--- src/hdl/cms01_defs.svh ---
`ifndef CMS01_DEFS_SVH
`define CMS01_DEFS_SVH

// Timing
`define CMS_CLK_NS      40
`define CMS_SLOT_NS     1280000
`define CMS_SLOT_FIRST  4'h1
`define CMS_SLOT_LAST   4'hF
`define CMS_SLOT_NONE   4'h0

// Start-up mode code on the two select pins; boot counter capture and done counts
`define CMS_MODE_SEL    2'h1
`define CMS_BOOT_DONE   2'h3
`define CMS_BOOT_CAPT   2'h2

// Register byte offsets
`define CMS_ADDR_CTRL   8'h00
`define CMS_ADDR_STAT   8'h04
`define CMS_ADDR_SYS    8'h08
`define CMS_ADDR_CSLOT  8'h0C
`define CMS_ADDR_RSLOT  8'h10
`define CMS_ADDR_CVSEL  8'h14
`define CMS_ADDR_RVSEL  8'h18

// Control bits
`define CMS_CTRL_RELOAD 0
`define CMS_CTRL_START  1
`define CMS_CTRL_OFF    2

// System defaults
`define CMS_POWER_BUTTON_POLARITY_DEF  1'h1
`define CMS_USB_HI_DEF  1'h1
`define CMS_WDOG_DEF    2'h0
`define CMS_SER_DEF     1'h0
`define CMS_OSC_DEF     1'h1
`define CMS_TICK_DEF    1'h1
`define CMS_RTCSRC_DEF  1'h0
`define CMS_R1PIN_DEF   1'h0
`define CMS_XTAL_DEF    1'h0
`define CMS_DBT_DEF     2'h0
`define CMS_WAKE_MS     6'h28

// Supply defaults
`define CMS_C1_SLOT     4'h1
`define CMS_C3_SLOT     4'h2
`define CMS_C4_SLOT     4'h3
`define CMS_C6_SLOT     4'h4
`define CMS_C1_VSEL     7'h62
`define CMS_C3_VSEL     7'h0E
`define CMS_C4_VSEL     7'h0E
`define CMS_C6_VSEL     7'h26
`define CMS_CX_VSEL     7'h00
`define CMS_R1_VSEL     5'h02
`define CMS_R2_VSEL     5'h1A
`define CMS_R3_VSEL     5'h1F
`define CMS_R4_VSEL     5'h1F

// Pin defaults
`define CMS_FN_GPIO     4'h0
`define CMS_FN_WAKE     4'h2
`define CMS_FN_ALT      4'h3

`endif

--- src/hdl/cms01_pkg.sv ---
package cms01_pkg;

   typedef enum logic [1:0]
   {
      CMS01_IDLE   = 2'b00,
      CMS01_LOAD   = 2'b01,
      CMS01_STEP   = 2'b11,
      CMS01_ACTIVE = 2'b10
   } cms01_state_e;

   typedef struct packed
   {
      logic       power_button_polarity;
      logic       usb_slave_high_limit_select;
      logic [1:0] watchdog_mode_field;
      logic       serial_three_line_select;
      logic       serial_four_line_select;
      logic       serial_config_select;
      logic       slow_oscillator_enable;
      logic       realtime_tick_enable;
      logic       realtime_clock_source;
      logic       regulator1_pin_control_mode;
      logic       regulator1_pin_enable;
      logic       crystal_detect_enable;
   } cms01_sys_s;

   typedef struct packed
   {
      logic [3:0] pin_function_select;
      logic       pin_direction;
      logic       pin_polarity_config;
      logic       pin_pullup_enable;
      logic       pin_pulldown_enable;
      logic       pin_debounce_enable;
   } cms01_pin_s;

   typedef struct packed
   {
      logic [3:0] converter_enable_timeslot;
      logic [6:0] converter_voltage_code;
   } cms01_conv_s;

   typedef struct packed
   {
      logic [3:0] regulator_enable_timeslot;
      logic [4:0] regulator_voltage_code;
   } cms01_reg_s;

   typedef struct packed
   {
      logic        psel;
      logic        penable;
      logic        pwrite;
      logic [7:0]  paddr;
      logic [31:0] pwdata;
   } cms01_apb_req_s;

endpackage

--- src/hdl/cms01_seq.sv ---
`timescale 1ns/1ps
`include "cms01_defs.svh"

// Summary of operation
// - Defaults load at reset in any mode; the sequence runs only when select pins read 01.
// - A supply with timeslot 0000 never starts automatically.
// - Load power button polarity 1, ON input active low.
// - Load USB slave high limit select 1, the 500mA limit.
// - Load watchdog mode field 00, watchdog disabled.
// - Clear the serial select bits so the interface is 2-wire.
// - Load slow oscillator enable 1 so 32kHz oscillator runs.
// - Enable the realtime tick, clock source select 0.
// - Clear regulator1 pin control mode and pin enable.
// - No crystal detect: reset output never waits for crystal.
// - Timeslots spaced about 1.28ms, supplies enabled at their slot.
// - Limit switch never closed automatically.
// - Converter 1: slot 0001, voltage code 110_0010.
// - Converter 3: slot 0010, voltage code 000_1110.
// - Converter 4: slot 0011, voltage code 000_1110.
// - Converter 6: slot 0100, voltage code 010_0110.
// - Converters 2 and 5: slot 0000, left disabled.
// - Regulators slot 0000; codes 0_0010, 1_1010, 1_1111, 1_1111.
// - GPIO2 function 0011, 32kHz open-drain output, no pull.
// - GPIO10 function 0011, charger indicator open-drain output.
// - GPIO11 function 0010 wakeup input, config 1 means active low.
// - GPIO12 function 0011 line switch, CMOS output, config 0.
// - Other GPIOs function 0000, inputs, config 1, no pulls.
// - Debounce on all GPIOs; wake debounce is setting plus 40ms.

module cms01_seq
#(
   parameter int SLOT_CYC = `CMS_SLOT_NS / `CMS_CLK_NS
)
(
   input  wire logic                   core_clk,
   input  wire logic                   sys_rst,
   input  wire cms01_pkg::cms01_apb_req_s apb_req,
   output logic [31:0]                 prdata,
   output logic                        pready,
   output logic                        pslverr,
   input  wire logic                   config_select_pin_high,
   input  wire logic                   config_select_pin_low,
   input  wire logic                   power_button_pin,
   output cms01_pkg::cms01_sys_s       sys_cfg,
   output cms01_pkg::cms01_pin_s [12:0] pin_cfg,
   output logic [1:0]                  debounce_time_setting,
   output logic [5:0]                  wake_debounce_ms,
   output cms01_pkg::cms01_conv_s [5:0] conv_cfg,
   output logic [5:0]                  conv_enable,
   output cms01_pkg::cms01_reg_s [3:0] reg_cfg,
   output logic [3:0]                  reg_enable,
   output logic                        limit_switch_close,
   output logic                        reset_out_n
);
   import cms01_pkg::*;

   localparam int TMR_W = $clog2(SLOT_CYC + 1);

   // ****************************************
   // Helper functions
   // ****************************************
   function automatic logic slot_hit
   (
      input logic [3:0] ts,
      input logic [3:0] slot
   );
      slot_hit = (ts != `CMS_SLOT_NONE) && (ts == slot);
   endfunction

   function automatic logic reg_mapped
   (
      input logic [7:0] addr
   );
      case (addr)
         `CMS_ADDR_CTRL, `CMS_ADDR_STAT, `CMS_ADDR_SYS,
         `CMS_ADDR_CSLOT, `CMS_ADDR_RSLOT,
         `CMS_ADDR_CVSEL, `CMS_ADDR_RVSEL:
            reg_mapped = 1'b1;
         default:
            reg_mapped = 1'b0;
      endcase
   endfunction

   function automatic cms01_pin_s pin_default
   (
      input int idx
   );
      pin_default.pin_function_select = `CMS_FN_GPIO;
      pin_default.pin_direction       = 1'b1;
      pin_default.pin_polarity_config = 1'b1;
      pin_default.pin_pullup_enable   = 1'b0;
      pin_default.pin_pulldown_enable = 1'b0;
      pin_default.pin_debounce_enable = 1'b1;
      case (idx)
         2, 10:
         begin
            pin_default.pin_function_select = `CMS_FN_ALT;
            pin_default.pin_direction       = 1'b0;
         end
         11:
            pin_default.pin_function_select = `CMS_FN_WAKE;
         12:
         begin
            pin_default.pin_function_select = `CMS_FN_ALT;
            pin_default.pin_direction       = 1'b0;
            pin_default.pin_polarity_config = 1'b0;
         end
         default:
            pin_default.pin_direction = 1'b1;
      endcase
   endfunction

   // ****************************************
   // Pin synchronisers
   // ****************************************
   logic [1:0]   conf_meta;
   logic [1:0]   conf_sync;
   logic         on_meta;
   logic         on_sync;
   logic         on_prev;
   logic         on_active;
   logic         on_evt;

   always_ff @(posedge core_clk)
   begin
      if (sys_rst)
      begin
         conf_meta <= 2'h0;
         conf_sync <= 2'h0;
         on_meta   <= 1'b1;
         on_sync   <= 1'b1;
      end
      else
      begin
         conf_meta <= {config_select_pin_high, config_select_pin_low};
         conf_sync <= conf_meta;
         on_meta   <= power_button_pin;
         on_sync   <= on_meta;
      end
   end

   // Polarity 1 turns a low level on the pin into an active request
   assign on_active = on_sync ^ sys_cfg.power_button_polarity;

   always_ff @(posedge core_clk)
   begin
      if (sys_rst)
         on_prev <= 1'b1;
      else
         on_prev <= on_active;
   end

   // Starts high so reset itself never reads as a press
   assign on_evt = on_active & ~on_prev;

   // ****************************************
   // Mode capture after the synchronisers fill
   // ****************************************
   logic [1:0]   boot_cnt;
   logic         mode_ok;

   always_ff @(posedge core_clk)
   begin
      if (sys_rst)
         boot_cnt <= 2'h0;
      else if (boot_cnt != `CMS_BOOT_DONE)
         boot_cnt <= boot_cnt + 2'h1;
   end

   always_ff @(posedge core_clk)
   begin
      if (sys_rst)
         mode_ok <= 1'b0;
      else if (boot_cnt == `CMS_BOOT_CAPT)
         mode_ok <= (conf_sync == `CMS_MODE_SEL);
   end

   // ****************************************
   // Bus slave
   // ****************************************
   logic         wr_en;
   logic         rd_setup;
   logic         ctrl_reload;
   logic         start_wr;
   logic         off_wr;
   cms01_state_e state;
   logic [3:0]   slot;
   logic [TMR_W-1:0] timer;
   logic [31:0]  next_rdata;

   assign wr_en = apb_req.psel & apb_req.penable & apb_req.pwrite
                  & reg_mapped(apb_req.paddr);
   assign rd_setup = apb_req.psel & ~apb_req.penable;
   assign pready  = 1'b1;
   assign pslverr = apb_req.psel & apb_req.penable
                    & ~reg_mapped(apb_req.paddr);

   assign start_wr = wr_en && (apb_req.paddr == `CMS_ADDR_CTRL)
                     && apb_req.pwdata[`CMS_CTRL_START];
   assign off_wr   = wr_en && (apb_req.paddr == `CMS_ADDR_CTRL)
                     && apb_req.pwdata[`CMS_CTRL_OFF];

   always_ff @(posedge core_clk)
   begin
      if (sys_rst)
         ctrl_reload <= 1'b1;
      else if (wr_en && (apb_req.paddr == `CMS_ADDR_CTRL))
         ctrl_reload <= apb_req.pwdata[`CMS_CTRL_RELOAD];
   end

   always_comb
   begin
      next_rdata = 32'h0;
      case (apb_req.paddr)
         `CMS_ADDR_CTRL:
            next_rdata[`CMS_CTRL_RELOAD] = ctrl_reload;
         `CMS_ADDR_STAT:
            next_rdata = {4'h0, reg_enable, 2'h0, conv_enable,
                          7'h0, mode_ok, slot, 2'h0, state};
         `CMS_ADDR_SYS:
            next_rdata = {17'h0, debounce_time_setting, sys_cfg};
         `CMS_ADDR_CSLOT:
            next_rdata = {8'h0,
                          conv_cfg[5].converter_enable_timeslot,
                          conv_cfg[4].converter_enable_timeslot,
                          conv_cfg[3].converter_enable_timeslot,
                          conv_cfg[2].converter_enable_timeslot,
                          conv_cfg[1].converter_enable_timeslot,
                          conv_cfg[0].converter_enable_timeslot};
         `CMS_ADDR_RSLOT:
            next_rdata = {16'h0,
                          reg_cfg[3].regulator_enable_timeslot,
                          reg_cfg[2].regulator_enable_timeslot,
                          reg_cfg[1].regulator_enable_timeslot,
                          reg_cfg[0].regulator_enable_timeslot};
         `CMS_ADDR_CVSEL:
            next_rdata = {4'h0,
                          conv_cfg[5].converter_voltage_code,
                          conv_cfg[3].converter_voltage_code,
                          conv_cfg[2].converter_voltage_code,
                          conv_cfg[0].converter_voltage_code};
         `CMS_ADDR_RVSEL:
            next_rdata = {12'h0,
                          reg_cfg[3].regulator_voltage_code,
                          reg_cfg[2].regulator_voltage_code,
                          reg_cfg[1].regulator_voltage_code,
                          reg_cfg[0].regulator_voltage_code};
         default:
            next_rdata = 32'h0;
      endcase
   end

   // Captured in the setup cycle so the data is a flop in the access
   always_ff @(posedge core_clk)
   begin
      if (sys_rst)
         prdata <= 32'h0;
      else if (rd_setup)
         prdata <= next_rdata;
   end

   // ****************************************
   // Default loading
   // ****************************************
   logic load_now;

   // Clearing the reload bit keeps whatever software left behind
   assign load_now = sys_rst || (state == CMS01_LOAD && ctrl_reload);

   always_ff @(posedge core_clk)
   begin
      if (load_now)
      begin
         sys_cfg.power_button_polarity       <= `CMS_POWER_BUTTON_POLARITY_DEF;
         sys_cfg.usb_slave_high_limit_select <= `CMS_USB_HI_DEF;
         sys_cfg.watchdog_mode_field         <= `CMS_WDOG_DEF;
         sys_cfg.serial_three_line_select    <= `CMS_SER_DEF;
         sys_cfg.serial_four_line_select     <= `CMS_SER_DEF;
         sys_cfg.serial_config_select        <= `CMS_SER_DEF;
         sys_cfg.slow_oscillator_enable      <= `CMS_OSC_DEF;
         sys_cfg.realtime_tick_enable        <= `CMS_TICK_DEF;
         sys_cfg.realtime_clock_source       <= `CMS_RTCSRC_DEF;
         sys_cfg.regulator1_pin_control_mode <= `CMS_R1PIN_DEF;
         sys_cfg.regulator1_pin_enable       <= `CMS_R1PIN_DEF;
         sys_cfg.crystal_detect_enable       <= `CMS_XTAL_DEF;
         debounce_time_setting               <= `CMS_DBT_DEF;
      end
      else if (wr_en && (apb_req.paddr == `CMS_ADDR_SYS))
      begin
         sys_cfg               <= apb_req.pwdata[12:0];
         debounce_time_setting <= apb_req.pwdata[14:13];
      end
   end

   assign wake_debounce_ms = `CMS_WAKE_MS
                             + {4'h0, debounce_time_setting};

   always_ff @(posedge core_clk)
   begin
      if (load_now)
      begin
         conv_cfg[0] <= {`CMS_C1_SLOT, `CMS_C1_VSEL};
         conv_cfg[1] <= {`CMS_SLOT_NONE, `CMS_CX_VSEL};
         conv_cfg[2] <= {`CMS_C3_SLOT, `CMS_C3_VSEL};
         conv_cfg[3] <= {`CMS_C4_SLOT, `CMS_C4_VSEL};
         conv_cfg[4] <= {`CMS_SLOT_NONE, `CMS_CX_VSEL};
         conv_cfg[5] <= {`CMS_C6_SLOT, `CMS_C6_VSEL};
      end
      else if (wr_en && (apb_req.paddr == `CMS_ADDR_CSLOT))
      begin
         for (int i = 0; i < 6; i++)
            conv_cfg[i].converter_enable_timeslot <= apb_req.pwdata[4*i +: 4];
      end
   end

   always_ff @(posedge core_clk)
   begin
      if (load_now)
      begin
         reg_cfg[0] <= {`CMS_SLOT_NONE, `CMS_R1_VSEL};
         reg_cfg[1] <= {`CMS_SLOT_NONE, `CMS_R2_VSEL};
         reg_cfg[2] <= {`CMS_SLOT_NONE, `CMS_R3_VSEL};
         reg_cfg[3] <= {`CMS_SLOT_NONE, `CMS_R4_VSEL};
      end
      else if (wr_en && (apb_req.paddr == `CMS_ADDR_RSLOT))
      begin
         for (int i = 0; i < 4; i++)
            reg_cfg[i].regulator_enable_timeslot <= apb_req.pwdata[4*i +: 4];
      end
   end

   genvar g;
   generate
      for (g = 0; g < 13; g++)
      begin : g_pin
         always_ff @(posedge core_clk)
         begin
            if (load_now)
               pin_cfg[g] <= pin_default(g);
         end
      end
   endgenerate

   // ****************************************
   // Power-up sequencer
   // ****************************************
   logic slot_end;

   assign slot_end = (timer == TMR_W'(SLOT_CYC - 1));

   always_ff @(posedge core_clk)
   begin
      if (sys_rst)
      begin
         state <= CMS01_IDLE;
         slot  <= `CMS_SLOT_NONE;
         timer <= '0;
      end
      else if (off_wr)
      begin
         state <= CMS01_IDLE;
         slot  <= `CMS_SLOT_NONE;
         timer <= '0;
      end
      else
      begin
         case (state)
            CMS01_IDLE:
               if (mode_ok && (on_evt || start_wr))
                  state <= CMS01_LOAD;
            CMS01_LOAD:
            begin
               state <= CMS01_STEP;
               slot  <= `CMS_SLOT_FIRST;
               timer <= '0;
            end
            CMS01_STEP:
               if (slot_end)
               begin
                  timer <= '0;
                  if (slot == `CMS_SLOT_LAST)
                     state <= CMS01_ACTIVE;
                  else
                     slot <= slot + 4'h1;
               end
               else
                  timer <= timer + TMR_W'(1);
            CMS01_ACTIVE:
               state <= CMS01_ACTIVE;
            default:
               state <= CMS01_IDLE;
         endcase
      end
   end

   // Enables only accumulate while stepping; off drops them all
   always_ff @(posedge core_clk)
   begin
      if (sys_rst || off_wr || state == CMS01_IDLE)
      begin
         conv_enable <= 6'h00;
         reg_enable  <= 4'h0;
      end
      else if (state == CMS01_STEP)
      begin
         for (int i = 0; i < 6; i++)
            if (slot_hit(conv_cfg[i].converter_enable_timeslot, slot))
               conv_enable[i] <= 1'b1;
         for (int i = 0; i < 4; i++)
            if (slot_hit(reg_cfg[i].regulator_enable_timeslot, slot))
               reg_enable[i] <= 1'b1;
      end
   end

   assign limit_switch_close = 1'b0;

   // Crystal wait is off in this mode, so release follows the sequence
   assign reset_out_n = (state == CMS01_ACTIVE);

   // ****************************************
   // Checks
   // ****************************************
   mode_gate_a: assert property (
      @(posedge core_clk) disable iff (sys_rst)
      (state == CMS01_IDLE && !mode_ok) |=> state == CMS01_IDLE)
      else $error("sequence left idle without mode 01");

   zero_slot_a: assert property (
      @(posedge core_clk) disable iff (sys_rst)
      (state == CMS01_STEP && conv_cfg[1].converter_enable_timeslot == 4'h0
       && !conv_enable[1]) |=> !conv_enable[1])
      else $error("supply with slot zero was enabled");

   pol_load_a: assert property (
      @(posedge core_clk) disable iff (sys_rst)
      (state == CMS01_LOAD && ctrl_reload)
      |=> sys_cfg.power_button_polarity && sys_cfg.usb_slave_high_limit_select)
      else $error("polarity or USB limit not loaded");

   iface_load_a: assert property (
      @(posedge core_clk) disable iff (sys_rst)
      (state == CMS01_LOAD && ctrl_reload)
      |=> !sys_cfg.serial_three_line_select && !sys_cfg.serial_four_line_select
          && sys_cfg.watchdog_mode_field == 2'h0)
      else $error("interface or watchdog defaults wrong");

   slot_step_a: assert property (
      @(posedge core_clk) disable iff (sys_rst)
      (state == CMS01_STEP && $past(state) == CMS01_STEP && $changed(slot))
      |-> $past(timer) == TMR_W'(SLOT_CYC - 1) && slot == $past(slot) + 4'h1)
      else $error("slot advanced at the wrong time");

   conv1_cfg_a: assert property (
      @(posedge core_clk) disable iff (sys_rst)
      (state == CMS01_LOAD && ctrl_reload)
      |=> conv_cfg[0] == {4'h1, 7'h62} && conv_cfg[5] == {4'h4, 7'h26})
      else $error("converter defaults wrong");

   load_order_a: assert property (
      @(posedge core_clk) disable iff (sys_rst)
      (state == CMS01_LOAD && !off_wr)
      |=> state == CMS01_STEP && slot == 4'h1 ##1 conv_enable[0])
      else $error("sequence did not start at slot one");

   wake_pin_a: assert property (
      @(posedge core_clk) disable iff (sys_rst)
      (state == CMS01_LOAD && ctrl_reload)
      |=> pin_cfg[11].pin_function_select == 4'h2
          && pin_cfg[11].pin_polarity_config
          && pin_cfg[12].pin_direction == 1'b0)
      else $error("wake pin defaults wrong");

   release_a: assert property (
      @(posedge core_clk) disable iff (sys_rst)
      $rose(reset_out_n) |-> $past(state) == CMS01_STEP
                             && $past(slot) == 4'hF && !limit_switch_close)
      else $error("reset released out of order");

endmodule

--- config.mk ---
export PLATFORM = sky130hd
export DESIGN_NAME = cms01_seq
export DESIGN_NICKNAME = d
export VERILOG_FILES = /design/src/hdl/cms01_pkg.sv /design/src/hdl/cms01_seq.sv
export VERILOG_INCLUDE_DIRS = /design/src /design/src/hdl
export SDC_FILE = /design/constraint.sdc
export NUM_CORES = 1
export LEC_CHECK = 0
export BUFFER_PORTS_ARGS = -buffer_cell sky130_fd_sc_hd__buf_2
export CAP_MARGIN = 0
export CORE_AREA = 2 2 131 133
export DETAILED_ROUTE_END_ITERATION = 16
export DIE_AREA = 0 0 133 135
export PLACE_DENSITY = 0.87
export SLEW_MARGIN = 30
export SYNTH_ARGS = -nofsm -noshare
export SYNTH_HDL_FRONTEND = slang
export SYNTH_SLANG_ARGS = --single-unit
--- constraint.sdc ---
create_clock -name core_clk -period 2.7 [get_ports core_clk]
set_clock_uncertainty 0.1 [all_clocks]
set_input_delay 0.27 -clock core_clk [delete_from_list [all_inputs] [get_ports core_clk]]
set_output_delay 0.27 -clock core_clk [all_outputs]
set_load 0.03 [all_outputs]
; ---- After elaboration in Yosys (flattened, before gate mapping)
; Index checks and enable logic that the tools add are counted.
[totals]
register_bits = 129
out_inout_bits = 286
word_cells = 148
[op_classes]
addsub = 4
n_eq_ne = 28
muxes = 12
bitwise_logic = 10
n_reduce_logical = 49
[op_table]
columns = op, n
row1 = 27-bit one-hot mux with 6 select lines, 1
row2 = 4-bit equality test, 10
row3 = 4-bit nonzero test, 10
row4 = 15-bit one-hot mux with 2 select lines, 1
row5 = "8-bit by 5-bit equality test with 1-bit output, second input constant", 3
row6 = 2-bit AND reduction, 10
row7 = 1-bit logical AND, 18
row8 = "8-bit by 4-bit equality test with 1-bit output, second input constant", 2
row9 = "15-bit by 1-bit adder with 15-bit output, second input constant", 1
row10 = "15-bit equality test, second input constant", 1
row11 = 15-bit 2-to-1 mux, 1
row12 = "2-bit != test, second input constant", 5
row13 = "8-bit by 3-bit equality test with 1-bit output, second input constant", 1
row14 = 8-bit zero test, 1
row15 = 4-bit 2-to-1 mux, 2
row16 = 2-bit one-hot mux with 4 select lines, 1
row17 = 4-bit one-hot mux with 2 select lines, 1
row18 = 7-bit OR reduction, 1
row19 = "6-bit by 2-bit adder with 6-bit output, first input constant", 1
row20 = 1-bit bitwise AND, 6
row21 = "2-bit equality test, second input constant", 3
row22 = 2-bit 2-to-1 mux, 3
row23 = 3-bit AND reduction, 2
row24 = 1-bit one-hot mux with 5 select lines, 1
row25 = 11 further kinds, 17

; ---- Logic depth before layout (Yosys ltp)
[logic_depth]
word_depth = 10
depth_mapped = 9

; ---- Least setup slack after synthesis
; OpenSTA, ideal clock, no wires.
[synth_path]
path_type = input to register
startpoint = input apb_req[36] (netlist bit)
endpoint = register sys_cfg[12] (netlist bit)
setup_time_ps = 147
t_arrival_ps = 1845
path_slack_ps = 608
path_stages = 8
n_path_buf = 4
path_cell_list = buf_6 -> or4_4 -> buf_6 -> or4_4 -> buf_6 -> buf_6 -> nand2_1 -> nand3_1
[synth_via]
elab_chain_cells = 5
[synth_lines]
columns = item, line
row1 = start: declaration, cms01_seq.sv:37  ; input wire cms01_pkg::cms01_apb_req_s apb_req,
row2 = "8-bit by 4-bit equality test with 1-bit output, or another cell as far along", cms01_seq.sv:74  ; case (addr)
row3 = 7-bit OR reduction, cms01_seq.sv:74
row4 = 1-bit 2-to-1 mux, cms01_seq.sv:74
row5 = 1-bit bitwise AND, cms01_seq.sv:192  ; & reg_mapped(apb_req.paddr);
row6 = 1-bit logical AND (*), cms01_seq.sv:288  ; else if (wr_en && (apb_req.paddr == `CMS_ADDR_SYS))
row7 = end signal: assignment, cms01_seq.sv:290  ; sys_cfg <= apb_req.pwdata[12:0];
row8 = end: declaration, cms01_seq.sv:44  ; output cms01_pkg::cms01_sys_s sys_cfg,
; Every way passes the cells marked *; elsewhere a longest branch is shown, timed or not.
; A chain may end at the register's enable or synchronous reset.

; ---- Worst setup path after layout
[layout_path]
startpoint = register timer[0]
endpoint = register slot[0]
[layout_via]
elab_chain_cells = 3
[layout_lines]
columns = item, line
row1 = start: declaration, cms01_seq.sv:188  ; logic [TMR_W-1:0] timer;
row2 = start signal: assignment, cms01_seq.sv:387  ; timer <= timer + TMR_W'(1);
row3 = 15-bit equality test, cms01_seq.sv:349  ; assign slot_end = (timer == TMR_W'(SLOT_CYC - 1));
row4 = 2-bit != test (no source line), -
row5 = 3-bit AND reduction (no source line), -
row6 = end signal: assignment, cms01_seq.sv:356  ; slot <= `CMS_SLOT_NONE;
row7 = end signal: assignment, cms01_seq.sv:362  ; slot <= `CMS_SLOT_NONE;
row8 = end signal: assignment, cms01_seq.sv:374  ; slot <= `CMS_SLOT_FIRST;
row9 = end: declaration, cms01_seq.sv:187  ; logic [3:0] slot;
; No other way between the ends.

==> flow_summary.yaml <==
run_status:
  status: "finished clean"
layout:
  drive_above_1_share: 0.211
  multiInputGateArea_sq_um: 3810
  num_antenna_cells: 0
  design_area_sq_um: 8270
  seqCellArea_sq_um: 2500
  fin_cells: 1284
  num-nets-final: 1103
  num-fill-cells: 1467
  syn_to_final_growth_pct: 13.1
  utilization: 0.504
setup_path:
  crit_fanout: 7
  critical_path_arrival_ns: 2.54
  cp-end-kind: "flop"
  critPathKind: "flop to flop"
  worstPathRequired_ns: 2.91
  start_kind: "flop"
sta:
  finalSetupViolCount: 0
  rsz0062_at_grt: "false"
  finalMaxSlewViolations: 0
  relSlewSlack: 0.591
  tightestPinTransition_ns: 0.609
  setup_tns_ns: 0
  period_needed_ns: 2.33
  hold_viol: 0
  fin_crit_sh: 0.862
  max_freq_mhz: 430
cts:
  clock_path_buffers: 2
  cts_max_level: 4
  cts_buffers: 17
  root_buffer: "clkbuf_16"
  cts_resized: 0
  clock-sinks: 125
  cts_tree: "yes"
  cts_hold_buf: 13
  clock_latency_ns: 0.41
  clkTransAtPathRegs_ns: 0.06
  post_cts_buffers: 0
synthesis:
  netlist_area_sq_um: 7310
  synth_edf_count: 0
  yosysSeqAreaShare: 0.342
  yosys_warnings: 0
  yosysUniqueCellTypes: 58
  netlist.top_cell.by_area: "dfxtp_1"
  async_reset_ff_frac: 0
  synth-seq-cells: 125
  synth.top_cell.area_share: 0.342
  synthTopCellsByCount: "192 x buf_4, 125 x dfxtp_1, 122 x nand2_1, 70 x a21oi_1, 63 x nor2_1"
  synthCells: 905
  synth.area.top_cells: "dfxtp_1 34%, buf_4 20%, nand2_1 6.3%, a21oi_1 4.8%, xor2_1 4.0%"
  syn_area_per_cell_sq_um: 8.07
  yosysMostFrequentCell: "buf_4"
  synthFlopType: "dfxtp_1"
placement:
  hpwl_um: 15400
  place_area_sq_um: 7540
  gp_congestion: 0.915
  dp.cells: 1239
  port_buffers: 136
pwr:
  power_density_nw_per_um2: 575
  vdd_drop_max_uv: 394
  power.leakage_nw: 3.81
route:
  routed_wl_um: 20900
  ant_nets: 0
  vias_per_cell: 5.11
  drc: 0
  vias: 6562
  dr.pass1.iters: 5
  drt-wirelength-per-cell_um: 16.3
  first_iter_violations: 648
min_path:
  hp-class: "input port to flop"
die:
  initial_core_util: 0.445
  die_w_um: 133
  core_sq_um: 16400
  dieArea_sq_um: 18000
  io_pins: 334
  die_h_um: 135
  rows: 47
global_route:
  grt_pass1_wl_um: 31400
  antenna_found_initial: 0
  grtUsageTotal: 0.222
  grt_pass1_vias: 5713
  grt_overflow: 0
  grt_max_degree: 42
flow_run:
  drv_cap: 0
## logic make-up (layout without fill, tap and decap cells)
group	after synthesis	count (layout)	synth area share
XOR/XNOR	34	34	0.0408
AND/OR/NAND/NOR	302	302	0.200
adder cells (fa/ha/maj)	4	4	0.00685
AO/OA/AOI/OAI	165	165	0.136
other	2	189	0.00103
flip-flops	125	125	0.342
multiplexers	28	28	0.0409
buffers and inverters	245	217	0.232
## cell usage in the layout, fill, tap and decap left out, types with 22 or more instances in the layout
| cell | count |
|---|---|
| a21oi_1 | 70 |
| nor3_1 | 22 |
| mux2i_1 | 22 |
| buf_2 | 136 |
| buf_4 | 30 |
| nand2_1 | 122 |
| nor2_1 | 63 |
| dfxtp_1 | 125 |
| xor2_1 | 33 |
| o21ai_0 | 33 |
| nand3_1 | 30 |
| conb_1 | 189 |
## final timing paths
kind,from,slack [ns],endpoint,cells after the start
setup / recovery,timer[0],0.37,slot[0],6
hold / removal,apb_req[13],0.01,conv_cfg[41],3
setup reg to reg,timer[0],0.37,slot[0],6
hold reg to reg,on_meta,0.31,on_sync,1
## per-stage QoR
step | hold WS, ns | power [W] | setup slack [ns]
after floorplan | 0.274 | 0.00259 | 0.608
after global placement | 0.302 | 0.00246 | 0.503
after detailed placement | 0.296 | 0.00247 | 0.452
after CTS | 0.00108 | 0.00475 | 0.411
after global routing | 0.0204 | 0.00490 | 0.216
final | 0.0129 | 0.00475 | 0.373
## worst max-delay path, stage by stage, from the launching register on
cell and delay [ns]:
dfxtp_1 0.40, ha_1 0.23, nand3_1 0.25, nor4_4 0.51
nor3b_4 0.38, nor3_1 0.09, a311oi_1 0.26
## registers in the layout, summed over array words and instances (netlist names)
register / count
prdata: 28
conv_cfg: 24
reg_cfg: 16
timer: 15
sys_cfg: 13
conv_enable: 6
reg_enable: 4
slot: 4
boot_cnt: 2
conf_meta: 2
conf_sync: 2
debounce_time_setting: 2
state: 2
ctrl_reload: 1
mode_ok: 1
on_meta: 1
on_prev: 1
on_sync: 1
## routing by layer
layer	part of all wire	track usage	routed length, um	vias up
met4	0.045	0.109	934	0
met2	0.48	0.373	10100	430
li1	-	-	-	2993
met5	0	0	0	-
met3	0.090	0.0447	1880	67
met1	0.38	0.272	8000	3072
## power by group
| group | leakage, nW | total [W] | internal, W | switching, W |
|---|---|---|---|---|
| Sequential | 1.01 | 0.00187 | 0.00186 | 0.0000103 |
| Clock | 0.289 | 0.00230 | 0.00145 | 0.000850 |
| Combinational | 2.51 | 0.000583 | 0.0000918 | 0.000491 |
| Total | 3.81 | 0.00475 | 0.00340 | 0.00135 |
## final cells by class
type,instances,share of cell area
multi-input combinational,722,0.462
sequential,125,0.303
timing repair buffer,180,0.128
clock buffer,17,0.0515
tap,220,0.0333
clock inverter,15,0.0209
inverter,5,0.00227
No activity file was read; power rests on OpenSTA's default activity.
